File: config.mk
export PLATFORM = sky130hd
export DESIGN_NAME = ussm_top
export DESIGN_NICKNAME = d
export VERILOG_FILES = /design/src/core/ussm_pkg.sv /design/src/core/ussm_top.sv
export SDC_FILE = /design/constraint.sdc
export NUM_CORES = 1
export LEC_CHECK = 0
export ABC_AREA = 1
export BUFFER_PORTS_ARGS = -buffer_cell sky130_fd_sc_hd__buf_2
export CORE_ASPECT_RATIO = 1.5
export CORE_MARGIN = 1
export CORE_UTILIZATION = 54
export DETAILED_ROUTE_END_ITERATION = 12
export PLACE_DENSITY_LB_ADDON = 0.25
export SYNTH_ARGS = -nofsm -noshare
export SYNTH_HDL_FRONTEND = slang
export SYNTH_SLANG_ARGS = --single-unit
export TNS_END_PERCENT = 100
File: constraint.sdc
create_clock -name CLOCK -period 1.55 [get_ports CLOCK]
set_clock_uncertainty 0.05 [all_clocks]
set_input_delay 0.2325 -clock CLOCK [delete_from_list [all_inputs] [get_ports CLOCK]]
set_output_delay 0.2325 -clock CLOCK [all_outputs]
set_load 0.01 [all_outputs]
File: src/core/ussm_pkg.sv
// Shared constants for the synchronous serial port block
package ussm_pkg;

    // ----------------------------------------------------------------
    // Register map (word index on the plain register port)
    // ----------------------------------------------------------------
    localparam int ADDR_W = 4;
    localparam logic [3:0] IDX_INTERRUPT_CONTROL = 4'h0;
    localparam logic [3:0] IDX_PERIPHERAL_IRQ_FLAGS_1 = 4'h1;
    localparam logic [3:0] IDX_PERIPHERAL_IRQ_ENABLES_1 = 4'h2;
    localparam logic [3:0] IDX_PERIPHERAL_IRQ_PRIORITY_1 = 4'h3;
    localparam logic [3:0] IDX_RECEIVE_STATUS_CONTROL = 4'h4;
    localparam logic [3:0] IDX_RECEIVE_BUFFER = 4'h5;
    localparam logic [3:0] IDX_TRANSMIT_STATUS_CONTROL = 4'h6;
    localparam logic [3:0] IDX_BAUD_RATE_DIVISOR = 4'h7;
    localparam logic [3:0] IDX_TRANSMIT_BUFFER = 4'h8;

    // ----------------------------------------------------------------
    // Reset values
    // ----------------------------------------------------------------
    localparam logic [7:0] RST_INTERRUPT_CONTROL = 8'h00;
    localparam logic [7:0] RST_PERIPHERAL_IRQ_FLAGS_1 = 8'h00;
    localparam logic [7:0] RST_PERIPHERAL_IRQ_ENABLES_1 = 8'h00;
    localparam logic [7:0] RST_PERIPHERAL_IRQ_PRIORITY_1 = 8'h00;
    localparam logic [7:0] RST_RECEIVE_STATUS_CONTROL = 8'h00;
    localparam logic [7:0] RST_RECEIVE_BUFFER = 8'h00;
    localparam logic [7:0] RST_TRANSMIT_STATUS_CONTROL = 8'h02;
    localparam logic [7:0] RST_BAUD_RATE_DIVISOR = 8'h00;
    localparam logic [7:0] RST_TRANSMIT_BUFFER = 8'h00;

    // ----------------------------------------------------------------
    // Field positions
    // ----------------------------------------------------------------
    localparam int B_GLOBAL_IRQ_ENABLE = 7;
    localparam int B_PERIPHERAL_IRQ_ENABLE = 6;
    localparam int B_RECEIVE_IRQ = 5;
    localparam int B_TRANSMIT_IRQ = 4;
    localparam int B_SERIAL_PORT_ENABLE = 7;
    localparam int B_NINE_BIT_RECEIVE_SELECT = 6;
    localparam int B_SINGLE_RECEIVE_ENABLE = 5;
    localparam int B_CONTINUOUS_RECEIVE_ENABLE = 4;
    localparam int B_ADDRESS_DETECT_ENABLE = 3;
    localparam int B_FRAMING_ERROR_FLAG = 2;
    localparam int B_OVERRUN_ERROR_FLAG = 1;
    localparam int B_RECEIVED_NINTH_BIT = 0;
    localparam int B_CLOCK_SOURCE_SELECT = 7;
    localparam int B_NINE_BIT_TRANSMIT_SELECT = 6;
    localparam int B_TRANSMIT_ENABLE = 5;
    localparam int B_SYNC_MODE_SELECT = 4;
    localparam int B_HIGH_SPEED_BAUD_SELECT = 2;
    localparam int B_SHIFT_REGISTER_EMPTY = 1;
    localparam int B_TRANSMIT_NINTH_BIT = 0;

    // ----------------------------------------------------------------
    // Word lengths and bit count constants
    // ----------------------------------------------------------------
    localparam logic [3:0] WORD_BITS_8 = 4'h8;
    localparam logic [3:0] WORD_BITS_9 = 4'h9;
    localparam logic [3:0] CNT_ZERO = 4'h0;
    localparam logic [3:0] CNT_ONE = 4'h1;

endpackage : ussm_pkg

File: src/core/ussm_top.sv
// Synchronous half-duplex serial port: master receive, slave transmit and receive
//
// The register addresses and strobed register access were chosen for this implementation.
`timescale 1ns/10ps
module ussm_top (
    input wire logic CLOCK,
    input wire logic SYS_RST,
    input wire logic [3:0] ADDR,
    input wire logic [7:0] WDATA,
    input wire logic WR,
    input wire logic RD,
    output logic [7:0] RDATA,
    input wire logic SLEEP,
    output logic IRQ,
    output logic WAKE,
    input wire logic SHIFT_CLOCK_PIN_IN,
    output logic SHIFT_CLOCK_PIN_OUT,
    output logic SHIFT_CLOCK_PIN_OE,
    input wire logic SERIAL_DATA_PIN_IN,
    output logic SERIAL_DATA_PIN_OUT,
    output logic SERIAL_DATA_PIN_OE
);

    // ----------------------------------------------------------------
    // Register storage
    // ----------------------------------------------------------------
    logic [7:0] interrupt_control_ff;
    logic [7:0] peripheral_irq_enables_1_ff;
    logic [7:0] peripheral_irq_priority_1_ff;
    logic [7:0] baud_rate_divisor_ff;
    logic [7:0] transmit_buffer_ff;
    logic [7:0] receive_buffer_ff;
    logic serial_port_enable_ff;
    logic nine_bit_receive_select_ff;
    logic single_receive_enable_ff;
    logic continuous_receive_enable_ff;
    logic address_detect_enable_ff;
    logic overrun_error_flag_ff;
    logic received_ninth_bit_ff;
    logic clock_source_select_ff;
    logic nine_bit_transmit_select_ff;
    logic transmit_enable_ff;
    logic sync_mode_select_ff;
    logic high_speed_baud_select_ff;
    logic transmit_ninth_bit_ff;
    logic receive_irq_flag_ff;
    logic transmit_irq_flag_ff;
    logic [7:0] rdata_ff;
    logic irq_ff;
    logic wake_ff;

    // Shift engine state
    logic tx_full_ff;
    logic tx_busy_ff;
    logic [8:0] transmit_shift_register_ff;
    logic [3:0] tx_cnt_ff;
    logic [3:0] tx_len_ff;
    logic [8:0] receive_shift_register_ff;
    logic [3:0] rx_cnt_ff;
    logic dt_out_ff;
    logic dt_oe_ff;
    logic ck_oe_ff;

    // Pin synchronisers and clock generator
    logic ck_meta_ff;
    logic ck_sync_ff;
    logic ck_prev_ff;
    logic dt_meta_ff;
    logic dt_sync_ff;
    logic mclk_ff;
    logic [7:0] half_cnt_ff;

    // ----------------------------------------------------------------
    // Decoded controls
    // ----------------------------------------------------------------
    logic port_on;
    logic master;
    logic rx_en;
    logic rx_act;
    logic [3:0] rx_len;
    logic gen_run;
    logic gen_tick;
    logic edge_rise;
    logic edge_fall;
    logic wr_txbuf;
    logic rd_rxbuf;
    logic tx_load;
    logic tx_last;
    logic rx_last;

    // Sync port active only with port enable and sync mode
    assign port_on = serial_port_enable_ff & sync_mode_select_ff;
    assign master = clock_source_select_ff;
    // Slave ignores single receive; continuous has precedence anyway
    assign rx_en = port_on & (continuous_receive_enable_ff
                   | (single_receive_enable_ff & master));
    // Only a busy shifter blocks reception; a pending buffer does not
    assign rx_act = rx_en & ~tx_busy_ff;
    assign rx_len = nine_bit_receive_select_ff ? ussm_pkg::WORD_BITS_9
                    : ussm_pkg::WORD_BITS_8;
    // Master clock halts with the core clock in sleep; slave keeps going
    assign gen_run = port_on & master & ~SLEEP & (tx_busy_ff | rx_act);
    assign gen_tick = (half_cnt_ff == 8'h00);
    assign edge_rise = master ? (gen_run & gen_tick & ~mclk_ff)
                       : (ck_sync_ff & ~ck_prev_ff);
    assign edge_fall = master ? (gen_run & gen_tick & mclk_ff)
                       : (~ck_sync_ff & ck_prev_ff);
    assign wr_txbuf = WR & (ADDR == ussm_pkg::IDX_TRANSMIT_BUFFER);
    assign rd_rxbuf = RD & (ADDR == ussm_pkg::IDX_RECEIVE_BUFFER);
    // Buffered word moves only when the shifter is empty and no receive runs
    assign tx_load = port_on & transmit_enable_ff & tx_full_ff & ~tx_busy_ff
                     & ~rx_en;
    assign tx_last = tx_busy_ff & edge_fall & (tx_cnt_ff == tx_len_ff - ussm_pkg::CNT_ONE);
    assign rx_last = rx_act & edge_fall & (rx_cnt_ff == rx_len - ussm_pkg::CNT_ONE);

    // ----------------------------------------------------------------
    // Pin synchronisers
    // ----------------------------------------------------------------
    // Two flops before use; the third flop feeds edge detection only
    always_ff @(posedge CLOCK) begin
        if (SYS_RST) begin
            ck_meta_ff <= 1'b0;
            ck_sync_ff <= 1'b0;
            ck_prev_ff <= 1'b0;
            dt_meta_ff <= 1'b0;
            dt_sync_ff <= 1'b0;
        end else begin
            ck_meta_ff <= SHIFT_CLOCK_PIN_IN;
            ck_sync_ff <= ck_meta_ff;
            ck_prev_ff <= ck_sync_ff;
            dt_meta_ff <= SERIAL_DATA_PIN_IN;
            dt_sync_ff <= dt_meta_ff;
        end
    end

    // ----------------------------------------------------------------
    // Master shift clock generator
    // ----------------------------------------------------------------
    // Half period is divisor plus one cycles; clock idles low when stopped
    always_ff @(posedge CLOCK) begin
        if (SYS_RST) begin
            mclk_ff <= 1'b0;
            half_cnt_ff <= ussm_pkg::RST_BAUD_RATE_DIVISOR;
        end else if (!gen_run) begin
            mclk_ff <= 1'b0;
            half_cnt_ff <= baud_rate_divisor_ff;
        end else if (gen_tick) begin
            mclk_ff <= ~mclk_ff;
            half_cnt_ff <= baud_rate_divisor_ff;
        end else begin
            half_cnt_ff <= half_cnt_ff - 8'h01;
        end
    end

    // ----------------------------------------------------------------
    // Control register writes
    // ----------------------------------------------------------------
    // Plain read/write storage
    always_ff @(posedge CLOCK) begin
        if (SYS_RST) begin
            interrupt_control_ff <= ussm_pkg::RST_INTERRUPT_CONTROL;
            peripheral_irq_enables_1_ff <= ussm_pkg::RST_PERIPHERAL_IRQ_ENABLES_1;
            peripheral_irq_priority_1_ff <= ussm_pkg::RST_PERIPHERAL_IRQ_PRIORITY_1;
            baud_rate_divisor_ff <= ussm_pkg::RST_BAUD_RATE_DIVISOR;
        end else if (WR) begin
            case (ADDR)
                ussm_pkg::IDX_INTERRUPT_CONTROL: interrupt_control_ff <= WDATA;
                ussm_pkg::IDX_PERIPHERAL_IRQ_ENABLES_1: peripheral_irq_enables_1_ff <= WDATA;
                ussm_pkg::IDX_PERIPHERAL_IRQ_PRIORITY_1: peripheral_irq_priority_1_ff <= WDATA;
                ussm_pkg::IDX_BAUD_RATE_DIVISOR: baud_rate_divisor_ff <= WDATA;
                default: ;
            endcase
        end
    end

    // Receive control; single receive clears itself after one word
    always_ff @(posedge CLOCK) begin
        if (SYS_RST) begin
            serial_port_enable_ff <= 1'b0;
            nine_bit_receive_select_ff <= 1'b0;
            single_receive_enable_ff <= 1'b0;
            continuous_receive_enable_ff <= 1'b0;
            address_detect_enable_ff <= 1'b0;
        end else if (WR && ADDR == ussm_pkg::IDX_RECEIVE_STATUS_CONTROL) begin
            serial_port_enable_ff <= WDATA[ussm_pkg::B_SERIAL_PORT_ENABLE];
            nine_bit_receive_select_ff <= WDATA[ussm_pkg::B_NINE_BIT_RECEIVE_SELECT];
            single_receive_enable_ff <= WDATA[ussm_pkg::B_SINGLE_RECEIVE_ENABLE];
            continuous_receive_enable_ff <= WDATA[ussm_pkg::B_CONTINUOUS_RECEIVE_ENABLE];
            address_detect_enable_ff <= WDATA[ussm_pkg::B_ADDRESS_DETECT_ENABLE];
        end else if (rx_last && master && !continuous_receive_enable_ff) begin
            single_receive_enable_ff <= 1'b0;
        end
    end

    // Transmit control; empty flag and framing error are not writable
    always_ff @(posedge CLOCK) begin
        if (SYS_RST) begin
            clock_source_select_ff <= 1'b0;
            nine_bit_transmit_select_ff <= 1'b0;
            transmit_enable_ff <= 1'b0;
            sync_mode_select_ff <= 1'b0;
            high_speed_baud_select_ff <= 1'b0;
            transmit_ninth_bit_ff <= 1'b0;
        end else if (WR && ADDR == ussm_pkg::IDX_TRANSMIT_STATUS_CONTROL) begin
            clock_source_select_ff <= WDATA[ussm_pkg::B_CLOCK_SOURCE_SELECT];
            nine_bit_transmit_select_ff <= WDATA[ussm_pkg::B_NINE_BIT_TRANSMIT_SELECT];
            transmit_enable_ff <= WDATA[ussm_pkg::B_TRANSMIT_ENABLE];
            sync_mode_select_ff <= WDATA[ussm_pkg::B_SYNC_MODE_SELECT];
            high_speed_baud_select_ff <= WDATA[ussm_pkg::B_HIGH_SPEED_BAUD_SELECT];
            transmit_ninth_bit_ff <= WDATA[ussm_pkg::B_TRANSMIT_NINTH_BIT];
        end
    end

    // ----------------------------------------------------------------
    // Transmit path
    // ----------------------------------------------------------------
    // Buffer holds one word; a write while full overwrites the old word
    always_ff @(posedge CLOCK) begin
        if (SYS_RST) begin
            transmit_buffer_ff <= ussm_pkg::RST_TRANSMIT_BUFFER;
            tx_full_ff <= 1'b0;
        end else if (wr_txbuf) begin
            transmit_buffer_ff <= WDATA;
            tx_full_ff <= 1'b1;
        end else if (tx_load) begin
            tx_full_ff <= 1'b0;
        end
    end

    // Flag sets on each move into the shifter; only a buffer write clears it
    always_ff @(posedge CLOCK) begin
        if (SYS_RST) begin
            transmit_irq_flag_ff <= 1'b0;
        end else if (tx_load) begin
            transmit_irq_flag_ff <= 1'b1;
        end else if (wr_txbuf) begin
            transmit_irq_flag_ff <= 1'b0;
        end
    end

    // Shifter: bit out after each rising edge, counted on each falling edge
    always_ff @(posedge CLOCK) begin
        if (SYS_RST) begin
            tx_busy_ff <= 1'b0;
            transmit_shift_register_ff <= 9'h000;
            tx_cnt_ff <= ussm_pkg::CNT_ZERO;
            tx_len_ff <= ussm_pkg::WORD_BITS_8;
        end else if (tx_load) begin
            tx_busy_ff <= 1'b1;
            transmit_shift_register_ff <= {transmit_ninth_bit_ff, transmit_buffer_ff};
            tx_cnt_ff <= ussm_pkg::CNT_ZERO;
            tx_len_ff <= nine_bit_transmit_select_ff ? ussm_pkg::WORD_BITS_9
                         : ussm_pkg::WORD_BITS_8;
        end else if (!port_on || !transmit_enable_ff) begin
            tx_busy_ff <= 1'b0; // Disable aborts the word in flight
            tx_cnt_ff <= ussm_pkg::CNT_ZERO;
        end else if (tx_last) begin
            tx_busy_ff <= 1'b0;
            tx_cnt_ff <= ussm_pkg::CNT_ZERO;
        end else if (tx_busy_ff && edge_fall) begin
            tx_cnt_ff <= tx_cnt_ff + ussm_pkg::CNT_ONE;
        end
    end

    // Data pin driver; released between words so the line can be received
    always_ff @(posedge CLOCK) begin
        if (SYS_RST) begin
            dt_out_ff <= 1'b0;
            dt_oe_ff <= 1'b0;
        end else if (tx_load) begin
            dt_out_ff <= transmit_buffer_ff[0];
            dt_oe_ff <= 1'b1;
        end else if (!tx_busy_ff || tx_last || !port_on || !transmit_enable_ff) begin
            dt_oe_ff <= 1'b0;
        end else if (edge_rise) begin
            dt_out_ff <= transmit_shift_register_ff[tx_cnt_ff];
        end
    end

    // Clock pin is driven only as master
    always_ff @(posedge CLOCK) begin
        if (SYS_RST) begin
            ck_oe_ff <= 1'b0;
        end else begin
            ck_oe_ff <= port_on & master;
        end
    end

    // ----------------------------------------------------------------
    // Receive path
    // ----------------------------------------------------------------
    // Sample on falling edges; a dropped enable discards the partial word
    always_ff @(posedge CLOCK) begin
        if (SYS_RST) begin
            receive_shift_register_ff <= 9'h000;
            rx_cnt_ff <= ussm_pkg::CNT_ZERO;
        end else if (!rx_act) begin
            rx_cnt_ff <= ussm_pkg::CNT_ZERO;
        end else if (edge_fall) begin
            receive_shift_register_ff[rx_cnt_ff] <= dt_sync_ff;
            rx_cnt_ff <= rx_last ? ussm_pkg::CNT_ZERO : rx_cnt_ff + ussm_pkg::CNT_ONE;
        end
    end

    // Finished word moves to the buffer unless the last one is unread
    always_ff @(posedge CLOCK) begin
        if (SYS_RST) begin
            receive_buffer_ff <= ussm_pkg::RST_RECEIVE_BUFFER;
            received_ninth_bit_ff <= 1'b0;
        end else if (rx_last && !receive_irq_flag_ff) begin
            // Eighth bit of a short word is still on the synced line this cycle
            receive_buffer_ff <= nine_bit_receive_select_ff ? receive_shift_register_ff[7:0]
                                 : {dt_sync_ff, receive_shift_register_ff[6:0]};
            received_ninth_bit_ff <= nine_bit_receive_select_ff ? dt_sync_ff : 1'b0;
        end
    end

    // Receive flag: a word finishing in the read cycle keeps it set
    always_ff @(posedge CLOCK) begin
        if (SYS_RST) begin
            receive_irq_flag_ff <= 1'b0;
        end else if (rx_last) begin
            receive_irq_flag_ff <= 1'b1;
        end else if (rd_rxbuf) begin
            receive_irq_flag_ff <= 1'b0;
        end
    end

    // Overrun: word lost on a full buffer; cleared by dropping continuous
    always_ff @(posedge CLOCK) begin
        if (SYS_RST) begin
            overrun_error_flag_ff <= 1'b0;
        end else if (rx_last && receive_irq_flag_ff) begin
            overrun_error_flag_ff <= 1'b1;
        end else if (!continuous_receive_enable_ff) begin
            overrun_error_flag_ff <= 1'b0;
        end
    end

    // ----------------------------------------------------------------
    // Interrupt request and wake
    // ----------------------------------------------------------------
    // Wake needs only the peripheral enables; the request also needs globals
    always_ff @(posedge CLOCK) begin
        if (SYS_RST) begin
            irq_ff <= 1'b0;
            wake_ff <= 1'b0;
        end else begin
            irq_ff <= interrupt_control_ff[ussm_pkg::B_GLOBAL_IRQ_ENABLE]
                      & interrupt_control_ff[ussm_pkg::B_PERIPHERAL_IRQ_ENABLE]
                      & ((receive_irq_flag_ff
                          & peripheral_irq_enables_1_ff[ussm_pkg::B_RECEIVE_IRQ])
                         | (transmit_irq_flag_ff
                            & peripheral_irq_enables_1_ff[ussm_pkg::B_TRANSMIT_IRQ]));
            wake_ff <= SLEEP
                       & ((receive_irq_flag_ff
                           & peripheral_irq_enables_1_ff[ussm_pkg::B_RECEIVE_IRQ])
                          | (transmit_irq_flag_ff
                             & peripheral_irq_enables_1_ff[ussm_pkg::B_TRANSMIT_IRQ]));
        end
    end

    // ----------------------------------------------------------------
    // Register reads
    // ----------------------------------------------------------------
    // Read data stands one cycle after the strobe; unmapped reads give zero
    always_ff @(posedge CLOCK) begin
        if (SYS_RST) begin
            rdata_ff <= 8'h00;
        end else if (RD) begin
            case (ADDR)
                ussm_pkg::IDX_INTERRUPT_CONTROL: rdata_ff <= interrupt_control_ff;
                ussm_pkg::IDX_PERIPHERAL_IRQ_FLAGS_1:
                    rdata_ff <= {2'b00, receive_irq_flag_ff, transmit_irq_flag_ff, 4'h0};
                ussm_pkg::IDX_PERIPHERAL_IRQ_ENABLES_1: rdata_ff <= peripheral_irq_enables_1_ff;
                ussm_pkg::IDX_PERIPHERAL_IRQ_PRIORITY_1: rdata_ff <= peripheral_irq_priority_1_ff;
                ussm_pkg::IDX_RECEIVE_STATUS_CONTROL:
                    rdata_ff <= {serial_port_enable_ff, nine_bit_receive_select_ff,
                                 single_receive_enable_ff, continuous_receive_enable_ff,
                                 address_detect_enable_ff, 1'b0, overrun_error_flag_ff,
                                 received_ninth_bit_ff};
                ussm_pkg::IDX_RECEIVE_BUFFER: rdata_ff <= receive_buffer_ff;
                ussm_pkg::IDX_TRANSMIT_STATUS_CONTROL:
                    rdata_ff <= {clock_source_select_ff, nine_bit_transmit_select_ff,
                                 transmit_enable_ff, sync_mode_select_ff, 1'b0,
                                 high_speed_baud_select_ff, ~tx_busy_ff,
                                 transmit_ninth_bit_ff};
                ussm_pkg::IDX_BAUD_RATE_DIVISOR: rdata_ff <= baud_rate_divisor_ff;
                ussm_pkg::IDX_TRANSMIT_BUFFER: rdata_ff <= transmit_buffer_ff;
                default: rdata_ff <= 8'h00;
            endcase
        end else begin
            rdata_ff <= 8'h00;
        end
    end

    // ----------------------------------------------------------------
    // Outputs
    // ----------------------------------------------------------------
    assign RDATA = rdata_ff;
    assign IRQ = irq_ff;
    assign WAKE = wake_ff;
    assign SHIFT_CLOCK_PIN_OUT = mclk_ff;
    assign SHIFT_CLOCK_PIN_OE = ck_oe_ff;
    assign SERIAL_DATA_PIN_OUT = dt_out_ff;
    assign SERIAL_DATA_PIN_OE = dt_oe_ff;

endmodule : ussm_top

==> qor.yml <==
sta:
  finalCritPeriodShare_pct: 112.8
  finalSetupViolCount: 30
  hold_viol: 0
  relSlewSlack_pct: 64.71
  rsz0062_at_grt: "yes"
  setup_ws_ps: -197.9
  tightest_slew_ps: 527.3
  fin_crit_ps: 1748
  drv_slew: 0
  fmax_mhz: 572.1
  tns_ps: -3733
layout:
  final_nets: 802
  syn_to_final_growth_pct: 37.08
  layout.cells.non_filler: 899
  antennaDiodeCount: 0
  final_area_um2: 6883
  final_layout_size_suffix_gt1_share_pct: 29.53
critical_path:
  path_class: "reg2reg"
  critPathMaxFanout: 5
  cp.arrival_ps: 2010
  start_kind: "flop"
  worst-r2r-setup-slack_ps: -200
  cp-end-kind: "flop"
  reg2reg_from: "rx_cnt_ff[2]"
  r2r_cells: 8
  r2r_end: "receive_buffer_ff[4]"
  crit_required_ps: 1810
global_route:
  grt_max_degree: 36
  grt_usage_pct: 32.59
  antenna_found_initial: 0
  grt_pass1_vias: 5034
  grt_pass1_wl_um: 23260
  grt-ovfl-total: 0
detailed_routing:
  wire_per_inst_um: 17.01
  drtIter0Drc: 467
  firstDrtPassIters: 5
  wl_met3_um: 988
  routed_via_density: 5.704
  wl_met1_um: 5523
  dr_wl_met2_um: 7810
  final_antenna_net_count: 0
  vias: 5128
  wl_um: 15290
  drc_errors: 0
  dr.max_layer_used: "met4"
min_path:
  hold_class: "in2reg"
  hold-path-endpoint: "WAKE"
  hp-start: "SLEEP"
  worstHoldPathCells: 3
synthesis:
  yosysUniqueCellTypes: 39
  synth_warnings: 0
  synth-edff-count: 0
  synth-main-ff-cell: "dfxtp_1"
  synth_cells: 655
  postSynthAreaPerCell_um2: 7.666
  async_reset_ff_share_pct: 0
  ys_ff_latch: 118
  syn_nets: 681
  synth-seq-area-share_pct: 47.05
  syn_area_um2: 5021
place:
  place_congestion: 1.013
  portBuffers: 32
  dp_hpwl_um: 10290
  post-place-cells: 846
  dpl_cell_area_um2: 5801
clock_network:
  htreeDepth: 4
  numCtsBuffers: 17
  clkSlewWorstSetupHoldPaths_ps: 60
  cts_tree: "done"
  cts_sinks: 118
  root_buffer: "clkbuf_16"
  cts_max_path_buffers: 2
  clk_latency_ps: 430
floorplan:
  ios: 33
  die_x_um: 80.73
  die_area_um2: 9696
  die_height_um: 120.1
  core-area_um2: 8934
  initial_core_util_pct: 56.20
  rows: 42
power_and_ir_drop:
  ir_worst_vdd_v: 0.001140
  leakage_nw: 2.741
  power_density_nw_per_um2: 1106
  finalPower_mw: 7.609
flow_run:
  cap_violations: 0
run_status:
  outcome: "finished, violations left"
  violations: "negative setup slack"
## synth_stat cells (2+ instances only)
master	number	area (um^2)
a21oi_1	94	470.5
a21oi_2	5	43.79
a221oi_1	8	70.07
a31oi_1	2	12.51
buf_2	5	25.02
clkbuf_1	17	63.81
clkinv_1	2	7.510
dfxtp_1	118	2362
ha_1	7	87.58
inv_1	82	307.8
inv_2	3	11.26
nand2_1	85	319.1
nand2_2	3	18.77
nand2_4	2	22.52
nand3_1	38	190.2
nand3_2	2	20.02
nand4_1	10	62.56
nor2_1	46	172.7
nor2_2	2	12.51
nor2_4	2	22.52
nor3_1	6	30.03
o211ai_1	2	15.01
o21a_1	2	15.01
o21ai_0	72	360.4
o21ai_1	4	20.02
o22ai_1	15	93.84
xnor2_1	6	52.55
xor2_1	4	35.03
## what timing repair did
action,CTS,global route
pin swaps,7,31
hold buffers,2,0
cloned,3,1
hold endpoints to repair,2,0
buffers inserted,4,13
setup endpoints to repair,40,45
resized for setup,36,53
## placed cells by master (no fill, tap or decap), types with 10 or more instances in the layout
cell       synthesis  routed
a21oi_1           94      85
a21oi_2            5      14
buf_2              5      32
buf_4              1      80
clkbuf_16          0      18
dfxtp_1          118     112
inv_1             82      77
nand2_1           85      77
nand3_1           38      29
nand3_2            2      10
nand4_1           10      10
nor2_1            46      40
o21ai_0           72      53
o21ai_1            4      13
o21ai_2            0      10
o22ai_1           15      15
## final cells by class
type	instances	area [um^2]
multi-input combinational	427	2487
clock buffer	19	442.9
timing repair buffer	123	904.6
clock inverter	13	178.9
sequential	118	2372
tap	110	137.6
timing repair inverter	1	8.758
fill	624	2051
inverter	88	350.3
## power breakdown
part           switching (mW)  leakage [nW]  internal (mW)
Combinational           0.240          1.49          0.133
Sequential             0.0213         0.956           3.07
Clock                    1.43         0.295           2.72
## through the flow
step | hold slack, ps | utilization [%] | worst slack [ps]
floorplan | 289.5 | - | -29.88
global placement | 346.8 | 64.93 | -98.79
detailed placement | 347.1 | 64.93 | -154.0
CTS | 21.81 | 74.03 | -112.9
global route | 41.93 | 77.04 | -308.8
finish | 32.80 | 77.04 | -197.9
## worst max path at each step
stage / startpoint / end / slack (ps)
after floorplan: half_cnt_ff[0] / receive_shift_register_ff[5] / -30
after global placement: half_cnt_ff[2] / receive_shift_register_ff[5] / -100
after detailed placement: half_cnt_ff[1] / receive_shift_register_ff[4] / -150
after CTS: rx_cnt_ff[2] / single_receive_enable_ff / -110
after global routing: rx_cnt_ff[2] / receive_buffer_ff[2] / -310
final: rx_cnt_ff[2] / receive_buffer_ff[4] / -200
## logic make-up (layout without fill, tap and decap cells)
logic type / Yosys count / count (layout) / share of synthesized area, %
xor gates and xnor gates: 10 / 10 / 1.744
AOI/OAI and AO/OA: 208 / 208 / 22.58
buffers and inverters: 112 / 244 / 8.697
DFF: 118 / 118 / 47.05
and+or+nand+nor: 200 / 202 / 18.19
adders and majority gates: 7 / 7 / 1.744
## critical path, stage by stage (launching register included)
cell     delay [ps]
dfxtp_2         340
inv_2            40
or2_1           220
o31ai_1         260
nand2_1         200
nor2_8          200
nand2_8         100
o21ai_1         160
a21oi_1          60
## routing by layer
| layer | GRT usage [%] | vias to the layer above |
|---|---|---|
| li1 | - | 2451 |
| met4 | 23.55 | 0 |
| met5 | 0 | - |
| met1 | 34.20 | 2388 |
| met2 | 54.98 | 217 |
| met3 | 8.289 | 72 |
## sequential cells by signal, indices dropped and copies added, names as in the netlist, 4 cells and up
name / count
interrupt_control_ff: 8
receive_shift_register_ff: 8
tx_cnt_ff: 4
half_cnt_ff: 8
peripheral_irq_priority_1_ff: 8
receive_buffer_ff: 8
transmit_buffer_ff: 8
baud_rate_divisor_ff: 8
peripheral_irq_enables_1_ff: 8
transmit_shift_register_ff: 9
RDATA: 8
rx_cnt_ff: 4
(Power assumes the default switching activity.)
